**src/vfpd_pkg.sv**
```systemverilog
// shared constants and types for the vliw fetch packet dispatcher
package vfpd_pkg;

    // instruction and packet geometry
    localparam int          INSTR_W       = 32;
    localparam int          PACKET_WORDS  = 8;
    localparam int          ADDR_W        = 32;
    localparam int          WORD_W        = 32;
    localparam int          CHAIN_BIT     = 0;

    // program counter after reset
    localparam logic [31:0] RESET_PC      = 32'h0000_0000;

    // load/store access sizes
    localparam logic [1:0]  SZ_BYTE       = 2'h0;
    localparam logic [1:0]  SZ_HALF       = 2'h1;
    localparam logic [1:0]  SZ_WORD       = 2'h2;

    // byte enable patterns
    localparam logic [3:0]  BE_BYTE       = 4'h1;
    localparam logic [3:0]  BE_HALF_LO    = 4'h3;
    localparam logic [3:0]  BE_HALF_HI    = 4'hc;
    localparam logic [3:0]  BE_WORD       = 4'hf;
    localparam logic [3:0]  BE_NONE       = 4'h0;

    // dispatcher states, one-hot
    typedef enum logic [2:0] {
        ST_START = 3'h1,
        ST_WAIT  = 3'h2,
        ST_ISSUE = 3'h4
    } vfpd_state_t;

    // functional unit targets, lane index of each unit
    typedef enum logic [2:0] {
        FU_L1 = 3'h0,
        FU_S1 = 3'h1,
        FU_M1 = 3'h2,
        FU_D1 = 3'h3,
        FU_D2 = 3'h4,
        FU_M2 = 3'h5,
        FU_S2 = 3'h6,
        FU_L2 = 3'h7
    } vfpd_unit_t;

endpackage

```
**src/vfpd_dispatcher.sv**
```systemverilog
// fetch packet dispatcher with load/store lane formatter
// Functional notes
// - program memory is read one whole packet at a time, 256 bits holding eight 32-bit words.
// - a word whose lowest bit is 1 pulls the following word into the same parallel group.
// - a word whose lowest bit is 0 closes the group, so the next word opens a new one.
// - a group holds at most eight words, each on its own functional unit in the same cycle.
// - a packet may hold anywhere from one eight-word group to eight one-word groups.
// - groups leave at exactly one per clock while the current packet still has some.
// - the next packet is not requested until every group of the current one has left.
// - all words of a group drive their units together, up to eight words per clock.
// - loads and stores address bytes, half-words and full words.
// - a 32-bit register value can be stored as a byte, a half-word or a full word.
// - eight units on two sides of four (logic, shift, multiply, data-address) are the targets.
module vfpd_dispatcher #(
    parameter int FETCH_WORDS = vfpd_pkg::PACKET_WORDS,
    parameter int IW          = vfpd_pkg::INSTR_W
) (
    input  wire logic                          i_clock,
    input  wire logic                          i_rstn,
    // program memory side
    output logic                               o_fetch_req,
    output logic [vfpd_pkg::ADDR_W-1:0]        o_fetch_addr,
    input  wire logic                          i_fetch_valid,
    input  wire logic [FETCH_WORDS*IW-1:0]     i_fetch_data,
    // functional unit side
    output logic                               o_group_valid,
    output logic [FETCH_WORDS-1:0]             o_unit_valid,
    output logic [FETCH_WORDS*IW-1:0]          o_unit_instr,
    output logic [$clog2(FETCH_WORDS):0]       o_issue_count,
    // load/store formatter
    input  wire logic                          i_ls_valid,
    input  wire logic [1:0]                    i_ls_size,
    input  wire logic [1:0]                    i_ls_addr,
    input  wire logic                          i_ls_signed,
    input  wire logic [vfpd_pkg::WORD_W-1:0]   i_ls_store_data,
    input  wire logic [vfpd_pkg::WORD_W-1:0]   i_ls_load_raw,
    output logic                               o_ls_valid,
    output logic [3:0]                         o_ls_byte_en,
    output logic [vfpd_pkg::WORD_W-1:0]        o_ls_store_data,
    output logic [vfpd_pkg::WORD_W-1:0]        o_ls_load_data
);
    import vfpd_pkg::*;

    localparam int                 IDX_W    = $clog2(FETCH_WORDS);
    localparam logic [IDX_W-1:0]   LAST     = IDX_W'(FETCH_WORDS - 1);
    localparam logic [ADDR_W-1:0]  PKT_STEP = ADDR_W'(FETCH_WORDS * IW / 8);

    // the index arithmetic needs a power-of-two packet; units are one per lane
    generate
        if (FETCH_WORDS < 2 || FETCH_WORDS > 8 || (1 << IDX_W) != FETCH_WORDS || IW < 8) begin : g_bad_cfg
            $error("unsupported packet geometry");
        end
    endgenerate

    // lowest word at or above first whose chain bit is clear; last word always closes
    function automatic logic [IDX_W-1:0] group_end(input logic [FETCH_WORDS-1:0] chain,
                                                   input logic [IDX_W-1:0]       first);
        logic [IDX_W-1:0] e;
        e = LAST;
        for (int k = FETCH_WORDS - 2; k >= 0; k--) begin
            if (k >= int'(first) && !chain[k]) begin
                e = IDX_W'(k);
            end
        end
        return e;
    endfunction

    vfpd_state_t       state;
    vfpd_state_t       next_state;
    logic [IW-1:0]     pkt [FETCH_WORDS];
    logic [IDX_W-1:0]  start;
    logic [IDX_W:0]    grp_cnt;

    // chain bits and the current group boundary
    wire logic [FETCH_WORDS-1:0] chain;
    wire logic [IDX_W-1:0]       gend;
    wire logic                   is_issue;
    wire logic                   issue_last;
    wire logic                   take_pkt;
    wire logic [IDX_W:0]         next_issue_count;

    generate
        for (genvar c = 0; c < FETCH_WORDS; c++) begin : g_chain
            assign chain[c] = pkt[c][CHAIN_BIT];
        end
    endgenerate

    assign gend             = group_end(chain, start);
    assign is_issue         = (state == ST_ISSUE);
    assign issue_last       = is_issue && (gend == LAST);
    assign take_pkt         = (state == ST_WAIT) && o_fetch_req && i_fetch_valid;
    assign next_issue_count = is_issue ? ({1'b0, gend} - {1'b0, start} + (IDX_W + 1)'(1)) : '0;

    // lane j carries word start+j while it lies inside the group
    wire logic [FETCH_WORDS-1:0]    next_unit_valid;
    wire logic [FETCH_WORDS*IW-1:0] next_unit_instr;

    generate
        for (genvar j = 0; j < FETCH_WORDS; j++) begin : g_lane
            wire logic [IDX_W:0] src;
            assign src = {1'b0, start} + (IDX_W + 1)'(j);
            assign next_unit_valid[j] = is_issue && (src <= {1'b0, gend});
            assign next_unit_instr[j*IW +: IW] =
                next_unit_valid[j] ? pkt[src[IDX_W-1:0]] : '0;
        end
    endgenerate

    // sequencing: request, wait for the packet, then drain it group by group
    always_comb begin
        next_state = state;
        case (state)
            ST_START: next_state = ST_WAIT;
            ST_WAIT:  next_state = take_pkt ? ST_ISSUE : ST_WAIT;
            ST_ISSUE: next_state = issue_last ? ST_WAIT : ST_ISSUE;
            default:  next_state = ST_START;
        endcase
    end

    always_ff @(posedge i_clock) begin
        if (!i_rstn) begin
            state <= ST_START;
        end else begin
            state <= next_state;
        end
    end

    // fetch request goes up only once the packet is empty
    always_ff @(posedge i_clock) begin
        if (!i_rstn) begin
            o_fetch_req  <= 1'b0;
            o_fetch_addr <= RESET_PC;
        end else if (state == ST_START || issue_last) begin
            o_fetch_req  <= 1'b1;
            o_fetch_addr <= (state == ST_START) ? RESET_PC : o_fetch_addr + PKT_STEP;
        end else if (take_pkt) begin
            o_fetch_req  <= 1'b0;
        end
    end

    // whole packet captured in one cycle
    generate
        for (genvar w = 0; w < FETCH_WORDS; w++) begin : g_pkt
            always_ff @(posedge i_clock) begin
                if (!i_rstn) begin
                    pkt[w] <= '0;
                end else if (take_pkt) begin
                    pkt[w] <= i_fetch_data[w*IW +: IW];
                end
            end
        end
    endgenerate

    // scan pointer and per-packet group count
    always_ff @(posedge i_clock) begin
        if (!i_rstn) begin
            start   <= '0;
            grp_cnt <= '0;
        end else if (take_pkt) begin
            start   <= '0;
            grp_cnt <= '0;
        end else if (is_issue) begin
            start   <= gend + IDX_W'(1);
            grp_cnt <= grp_cnt + (IDX_W + 1)'(1);
        end
    end

    // unit outputs registered so every lane changes on the same edge
    always_ff @(posedge i_clock) begin
        if (!i_rstn) begin
            o_group_valid <= 1'b0;
            o_unit_valid  <= '0;
            o_unit_instr  <= '0;
            o_issue_count <= '0;
        end else begin
            o_group_valid <= is_issue;
            o_unit_valid  <= next_unit_valid;
            o_unit_instr  <= next_unit_instr;
            o_issue_count <= next_issue_count;
        end
    end

    // store lane steering and load extraction; half ignores address bit 0, word ignores both address bits
    wire logic [3:0]        next_byte_en;
    wire logic [WORD_W-1:0] next_store;
    wire logic [WORD_W-1:0] shifted;
    wire logic [WORD_W-1:0] next_load;

    assign next_byte_en = (i_ls_size == SZ_BYTE) ? (BE_BYTE << i_ls_addr) :
                          (i_ls_size == SZ_HALF) ? (i_ls_addr[1] ? BE_HALF_HI : BE_HALF_LO) :
                          (i_ls_size == SZ_WORD) ? BE_WORD : BE_NONE;
    assign next_store   = (i_ls_size == SZ_BYTE) ? {4{i_ls_store_data[7:0]}} :
                          (i_ls_size == SZ_HALF) ? {2{i_ls_store_data[15:0]}} :
                          i_ls_store_data;
    assign shifted      = (i_ls_size == SZ_HALF) ? (i_ls_load_raw >> {i_ls_addr[1], 4'h0}) :
                          (i_ls_load_raw >> {i_ls_addr, 3'h0});
    assign next_load    = (i_ls_size == SZ_BYTE) ? {{24{i_ls_signed & shifted[7]}}, shifted[7:0]} :
                          (i_ls_size == SZ_HALF) ? {{16{i_ls_signed & shifted[15]}}, shifted[15:0]} :
                          i_ls_load_raw;

    always_ff @(posedge i_clock) begin
        if (!i_rstn) begin
            o_ls_valid      <= 1'b0;
            o_ls_byte_en    <= BE_NONE;
            o_ls_store_data <= '0;
            o_ls_load_data  <= '0;
        end else begin
            o_ls_valid      <= i_ls_valid;
            o_ls_byte_en    <= i_ls_valid ? next_byte_en : BE_NONE;
            o_ls_store_data <= next_store;
            o_ls_load_data  <= next_load;
        end
    end
endmodule

```
**config.mk**
```make
export PLATFORM = sky130hd
export DESIGN_NAME = vfpd_dispatcher
export DESIGN_NICKNAME = d
export VERILOG_FILES = /design/src/vfpd_pkg.sv /design/src/vfpd_dispatcher.sv
export SDC_FILE = /design/constraint.sdc
export NUM_CORES = 1
export LEC_CHECK = 0
export BUFFER_PORTS_ARGS = -buffer_cell sky130_fd_sc_hd__buf_4
export CAP_MARGIN = 40
export CORE_AREA = 2 2 273 275
export DETAILED_ROUTE_END_ITERATION = 8
export DIE_AREA = 0 0 275 277
export GPL_ROUTABILITY_DRIVEN = 1
export GPL_TIMING_DRIVEN = 0
export PLACE_DENSITY_LB_ADDON = 0.25
export SLEW_MARGIN = 20
export SYNTH_ARGS = -nofsm -noshare
export SYNTH_HDL_FRONTEND = slang
export SYNTH_SLANG_ARGS = --single-unit
```
**constraint.sdc**
```tcl
create_clock -name i_clock -period 9.67 [get_ports i_clock]
set_clock_uncertainty 0.15 [all_clocks]
set_input_delay 0.967 -clock i_clock [delete_from_list [all_inputs] [get_ports i_clock]]
set_output_delay 0.967 -clock i_clock [all_outputs]
set_load 0.02 [all_outputs]
```
==> flow_summary.toml, run 1 <==
[grt]
gr-total-overflow = 0
grt_pass1_wl_mm = 175.0
grt_max_degree = 55
track_usage_pct = 32.73
grt_pass1_vias = 23960
antenna_found_initial = 23

[worst_setup_path]
cpLargestDelayFamily = "buffers and inverters"
crit_type = "reg2reg"
startpoint_type = "flop"
crit_slowest_cell = "nand4_1"
crit_chain = "clkbuf_1 -> buf_8 -> clkbuf_1 -> buf_6 -> inv_1 -> ha_1 -> clkbuf_1 -> clkbuf_1 -> inv_1 -> ha_1 -> nor2b_1 -> o21a_1 -> o21ai_0 -> nand4_1 -> clkbuf_1 -> a21oi_1"
critPathMaxStageDelay_ns = 0.68
crit_required_ns = 9.99
crit_buf_inv = 9
arrival_ns = 6.76
crit_fanout = 11
cp-end-kind = "flop"
crit_top_cell = "clkbuf_1"

[clock_network]
cts_setup_buffers = 0
htreeDepth = 3
cts_tree = "done"
root_buffer = "clkbuf_16"
ctsResizeCount = 0
cts_buffers = 70
cts.clk_slew.worst_paths_ns = 0.06
clk_path_buf_depth = 3
worstSkewPairLatency_ns = 0.63
cts.sinks = 628
postCtsHoldBufs = 0

[power_and_ir_drop]
p_per_area_nw_per_um2 = 155.1
p_total_mw = 6.046
max-vdd-ir-drop_mv = 0.1469
p_leak_nw = 15.68

[die]
fp.dieArea_um2 = 76180
rows = 100
coreArea_um2 = 73570
initial_core_util_pct = 39.75
dieWidth_um = 275
fp.dieH_um = 277
ioPinCount = 700

[drt]
vias = 25300
ant_nets = 0
dr.pass1.iters = 7
drc_errors = 0
drt-wirelength-per-cell_um = 28.87
drtIter0Drc = 3649
wl_mm = 127.9
vias_per_cell = 5.714

[yosys]
syn_avg_cell_area_um2 = 11.47
async_flop_share_pct = 0
ys_ff_latch = 628
synth-edff-count = 256
yosysWarnings = 0
ys_seq_area_share_pct = 51.75
ys_types = 51
synth_area_um2 = 29240
ys.flop_type = "dfxtp_1"
syn_inst = 2549

[final_layout]
syn_to_final_growth_pct = 33.30
final_area_um2 = 38980
layout_commonest_cell = "buf_4"
final_core_util_pct = 52.99
final_layout_size_suffix_gt1_share_pct = 34.55
nets = 3749
mostFrequentLayoutCells = "698 x buf_4, 602 x nand2_1, 372 x dfxtp_1"

[placement]
dpl.hpwl_mm = 98.03
io_buffers = 691
gp_congestion = 0.9398
placed_area_um2 = 36450
place_ws_ns = 3.005

[min_path]
hold_class = "reg2reg"

[sta]
hold_viol_final = 0
setup_slack_ns = 3.233
min_period_over_period_pct = 66.57
slew_violations = 0
tns_ns = 0
rsz0062_at_grt = "false"
finalWorstPathRequiredPeriod_ns = 6.437
finalSetupViolCount = 0
slew_headroom_pct = 38.52
tightestPinTransition_ns = 0.9223
clock.fmax_ghz = 0.1554

[job]
maxCapViolations = 0

[run_status]
status = "completed"
==> area by class of cell <==
| type | count | area (µm²) |
|---|---|---|
| fillers | 6564 | 34590 |
| flip-flops and latches | 628 | 15130 |
| multi-input cells | 1706 | 13230 |
| repair buffers | 764 | 6125 |
| clock buffers | 96 | 2068 |
| well taps | 969 | 1212 |
| plain buffers | 194 | 813.3 |
| clock inverters | 31 | 270.3 |
| inverters | 25 | 93.84 |
| diodes | 15 | 37.54 |
==> worst reg2reg max path: stages, from the launching register on <==
cell	delay (ns)
dfxtp_1	0.65
clkbuf_1	0.48
buf_8	0.22
clkbuf_1	0.34
buf_6	0.22
inv_1	0.17
ha_1	0.42
clkbuf_1	0.37
clkbuf_1	0.65
inv_1	0.12
ha_1	0.32
nor2b_1	0.15
o21a_1	0.16
o21ai_0	0.24
nand4_1	0.68
clkbuf_1	0.52
a21oi_1	0.43
==> path summary, 6_finish.rpt <==
path / startpoint / slack [ns] / depth (start not counted) / endpoint
setup reg to reg: start[1]$_SDFFE_PP0P_ / 3.23 / 16 / o_unit_instr[252]$_SDFF_PN0_
hold / removal: o_fetch_addr[6]$_SDFFE_PN0P_ / 0.36 / 2 / o_fetch_addr[6]$_SDFFE_PN0P_
setup / recovery: start[1]$_SDFFE_PP0P_ / 3.23 / 16 / o_unit_instr[252]$_SDFF_PN0_
hold reg to reg: o_fetch_addr[6]$_SDFFE_PN0P_ / 0.36 / 2 / o_fetch_addr[6]$_SDFFE_PN0P_
==> per-stage QoR <==
step	hold WS [ns]	instances
2_1_floorplan	0.4042	2553
3_3_place_gp	0.3425	4213
3_5_place_dp	0.3558	4272
4_1_cts	0.3643	4399
5_1_grt	0.4057	4426
6_report	0.3626	4428
==> routing by layer <==
layer | part of all wire, % | vias to the layer above | routed length (µm) | global-route usage, %
li1 | - | 10780 | - | -
met1 | 37 | 12220 | 47510 | 42.52
met2 | 46 | 1963 | 59310 | 50.90
met3 | 12 | 330 | 14930 | 8.367
met4 | 4.7 | 8 | 6048 | 15.86
met5 | 0.040 | - | 51 | 0
==> flip-flops by register name, summed over array words and instances, names as in the netlist, 4 cells and up <==
signal / cells
pkt: 256
o_ls_store_data: 32
o_unit_instr: 256
o_issue_count: 4
o_ls_byte_en: 4
o_ls_load_data: 32
o_unit_valid: 8
o_fetch_addr: 27
==> cells in the mapped netlist, types with 4 or more instances <==
master | instances | area (µm²)
nor3b_1 | 4 | 30.03
buf_2 | 32 | 160.2
xor2_1 | 18 | 157.7
nor2_1 | 71 | 266.5
edfxtp_1 | 256 | 7687
nand2_1 | 603 | 2263
buf_4 | 5 | 37.54
and2_1 | 265 | 1658
o221a_2 | 7 | 78.83
nand4_1 | 10 | 62.56
xnor2_1 | 10 | 87.58
buf_1 | 20 | 75.07
nor2b_1 | 6 | 37.54
nor3_1 | 12 | 60.06
mux2i_1 | 25 | 250.2
and4_1 | 5 | 43.79
o21a_1 | 5 | 37.54
dfxtp_1 | 372 | 7447
nand3_1 | 14 | 70.07
a21oi_1 | 295 | 1476
and3_1 | 5 | 31.28
a31oi_1 | 8 | 50.05
o21ai_0 | 20 | 100.1
nand2b_1 | 7 | 43.79
clkbuf_1 | 134 | 503.0
ha_1 | 29 | 362.9
mux4_2 | 257 | 5788
inv_1 | 23 | 86.33
==> cell families (layout without fill, tap and decap cells) <==
family / count (synthesis) / after routing / share of synthesized area [%]
mux: 282 / 282 / 20.65
other cells: 1 / 20 / 0.01282
compound gates: 349 / 349 / 6.384
buf+inv: 219 / 1110 / 3.089
simple gates: 1011 / 1011 / 15.90
flops: 628 / 628 / 51.75
fa+ha+maj: 31 / 31 / 1.378
xor+xnor: 28 / 28 / 0.8386
==> where the power goes <==
part           internal, mW  switching [mW]
Sequential             2.82          0.0602
Combinational         0.220           0.206
Clock                  1.59            1.14
Total                  4.64            1.41
Power figures use the tool's default switching activity.
==> inputs of run 2 (changes only) <==
- CORE_AREA: 2 2 273 275 -> 2 2 270 272
- DIE_AREA: 0 0 275 277 -> 0 0 272 274
- clock period: 9.67 -> 5.4 ns (I/O delays scaled with it)
==> flow_summary.toml, run 2 (synthesis results as in run 1) <==
[drt]
wl_mm = 129.3
drc_errors = 0
vias = 25520
dr.pass1.iters = 7
vias_per_cell = 5.769
ant_nets = 0
drt-wirelength-per-cell_um = 29.22
drtIter0Drc = 3243

[die]
coreArea_um2 = 71970
ioPinCount = 700
initial_core_util_pct = 40.63
dieWidth_um = 272
rows = 99
fp.dieArea_um2 = 74530
fp.dieH_um = 274

[min_path]
hold_class = "in2reg"

[final_layout]
mostFrequentLayoutCells = "701 x buf_4, 602 x nand2_1, 371 x dfxtp_1"
ff_latch_area_um2 = 15140
final_layout_size_suffix_gt1_share_pct = 34.55
nets = 3761
top_regs = "o_unit_instr (256), pkt (256)"
multi_input_area_um2 = 13250
num-fill-cells = 6306
syn_to_final_growth_pct = 33.41
layout_commonest_cell = "buf_4"

[worst_setup_path]
crit_buf_inv = 8
cp-end-kind = "flop"
crit_type = "reg2reg"
crit_required_ns = 5.76
crit_top_cell = "clkbuf_2"
crit_chain = "clkbuf_1 -> clkbuf_2 -> inv_1 -> ha_1 -> clkbuf_2 -> clkbuf_2 -> inv_1 -> ha_1 -> nor2b_1 -> o21a_1 -> o21ai_0 -> nand3_1 -> clkbuf_1 -> buf_6 -> a21oi_1"
arrival_ns = 5.60
crit_slowest_cell = "clkbuf_1"
crit_fanout = 10
cpLargestDelayFamily = "buffers and inverters"
critPathMaxStageDelay_ns = 0.48
startpoint_type = "flop"

[power_and_ir_drop]
p_leak_nw = 15.72
comb_power_share_pct = 7.2
p_total_mw = 10.77
p_seq_share_pct = 48.0
clockPowerShare_pct = 44.8
max-vdd-ir-drop_mv = 0.1985
switching_power_mw = 2.538
p_int_mw = 8.230
p_per_area_nw_per_um2 = 276.0
switching_share_pct = 23.57

[clock_network]
worstSkewPairLatency_ns = 0.62
cts_buffers = 70
cts_tree = "done"
clk_path_buf_depth = 3
cts.clk_slew.worst_paths_ns = 0.07
root_buffer = "clkbuf_16"
htreeDepth = 3
cts.sinks = 628

[sta]
tightestPinTransition_ns = 0.8953
finalSetupViolCount = 0
hold_viol_final = 0
slew_headroom_pct = 40.31
finalWorstPathRequiredPeriod_ns = 5.236
rsz0062_at_grt = "false"
clock.fmax_ghz = 0.1910
tns_ns = 0
min_period_over_period_pct = 96.96
slew_violations = 0

[grt]
gr-total-overflow = 0
grt_pass1_wl_mm = 177.7
gr-max-usage-layer = "met2"
antenna_found_initial = 16
grt_pass1_vias = 24420
grt_max_degree = 75
grt.met3_usage_pct = 6.927
grtUsageMet2_pct = 54.38
track_usage_pct = 33.86
use_met1_pct = 43.73

[placement]
gp_congestion = 0.9290
dpl.hpwl_mm = 99.20
io_buffers = 691

[job]
maxCapViolations = 0

[run_status]
status = "completed"
## run 2: cell types whose count changed in the layout (fill, tap and decap cells not counted), moves of 2 or more
cell / previous run / this run
buf_4: 698 / 701
buf_8: 13 / 10
clkbuf_1: 143 / 141
clkbuf_2: 3 / 8
clkinv_2: 10 / 8
clkinv_4: 0 / 5
clkinvlp_4: 4 / 1
diode_2: 15 / 9
dlygate4sd3_1: 0 / 14
inv_4: 3 / 1
inv_6: 8 / 10
## run 2: worst reg2reg max path, delay by kind of cell, from the launching register on
kind / cells / cell delay [ns]
buffers and inverters: 8 / 2.63
adder cells (fa/ha/maj): 2 / 0.74
AND/OR/NAND/NOR: 2 / 0.61
AO/OA/AOI/OAI: 3 / 0.61
flip-flops: 1 / 0.43
## run 2: through the flow
stage | area (µm²) | util [%] | instances | worst slack [ns] | hold slack (ns)
after floorplan | 29260 | - | 2553 | 0.6292 | 0.4042
after global placement | 35650 | 49.53 | 4203 | -1.811 | 0.3523
after detailed placement | 36420 | 50.60 | 4263 | -1.390 | 0.3590
after CTS | 38890 | 54.04 | 4407 | 0.002779 | 0.0002683
after global routing | 39010 | 54.21 | 4424 | 0.09282 | 0.03095
final | 39010 | 54.21 | 4424 | 0.1643 | 0.02913
## run 2: final timing paths
kind                                      from                             end  slack, ns  depth (start not counted)
hold / removal             i_ls_store_data[20]  o_ls_store_data[20]$_SDFF_PN0_       0.03                          3
setup / recovery         start[0]$_SDFFE_PP0P_    o_unit_instr[118]$_SDFF_PN0_       0.16                         15
setup reg to reg         start[0]$_SDFFE_PP0P_    o_unit_instr[118]$_SDFF_PN0_       0.16                         15
hold reg to reg   o_fetch_addr[6]$_SDFFE_PN0P_    o_fetch_addr[6]$_SDFFE_PN0P_       0.37                          2
## run 2: cell type report
class / count / share of cell area (%)
diodes: 9 / 0.05773
multi-input cells: 1706 / 33.95
flip-flops and latches: 628 / 38.80
well taps: 959 / 3.076
repair buffers: 776 / 15.88
inverters: 25 / 0.2405
clock buffers: 98 / 5.241
clock inverters: 29 / 0.6479
plain buffers: 194 / 2.110
## run 2: what timing repair did
item                                   in CTS  in global routing
endpoints found under the hold margin      14                  0
buffers inserted                            3                  0
hold buffers                               14                  0
pin swaps                                   1                  0
setup endpoints to repair                 258                156
resized for setup                          11                  6
## run 2: power by group through the flow
stage               sequential (mW)  clock, mW  combinational [mW]
CTS                            5.16       4.87               0.766
floorplan                      5.28          0               0.333
finish                         5.17       4.83               0.771
detailed placement             5.26          0               0.753
global route                   5.18       5.06               0.821
global placement               5.28          0               0.738
## run 2: metal layers
metal  part of all wire, %  up-vias
met1                    37    12410
met4                   5.4        8
met5                 0.046        -
met2                    47     1958
li1                      -    10770
met3                    11      372
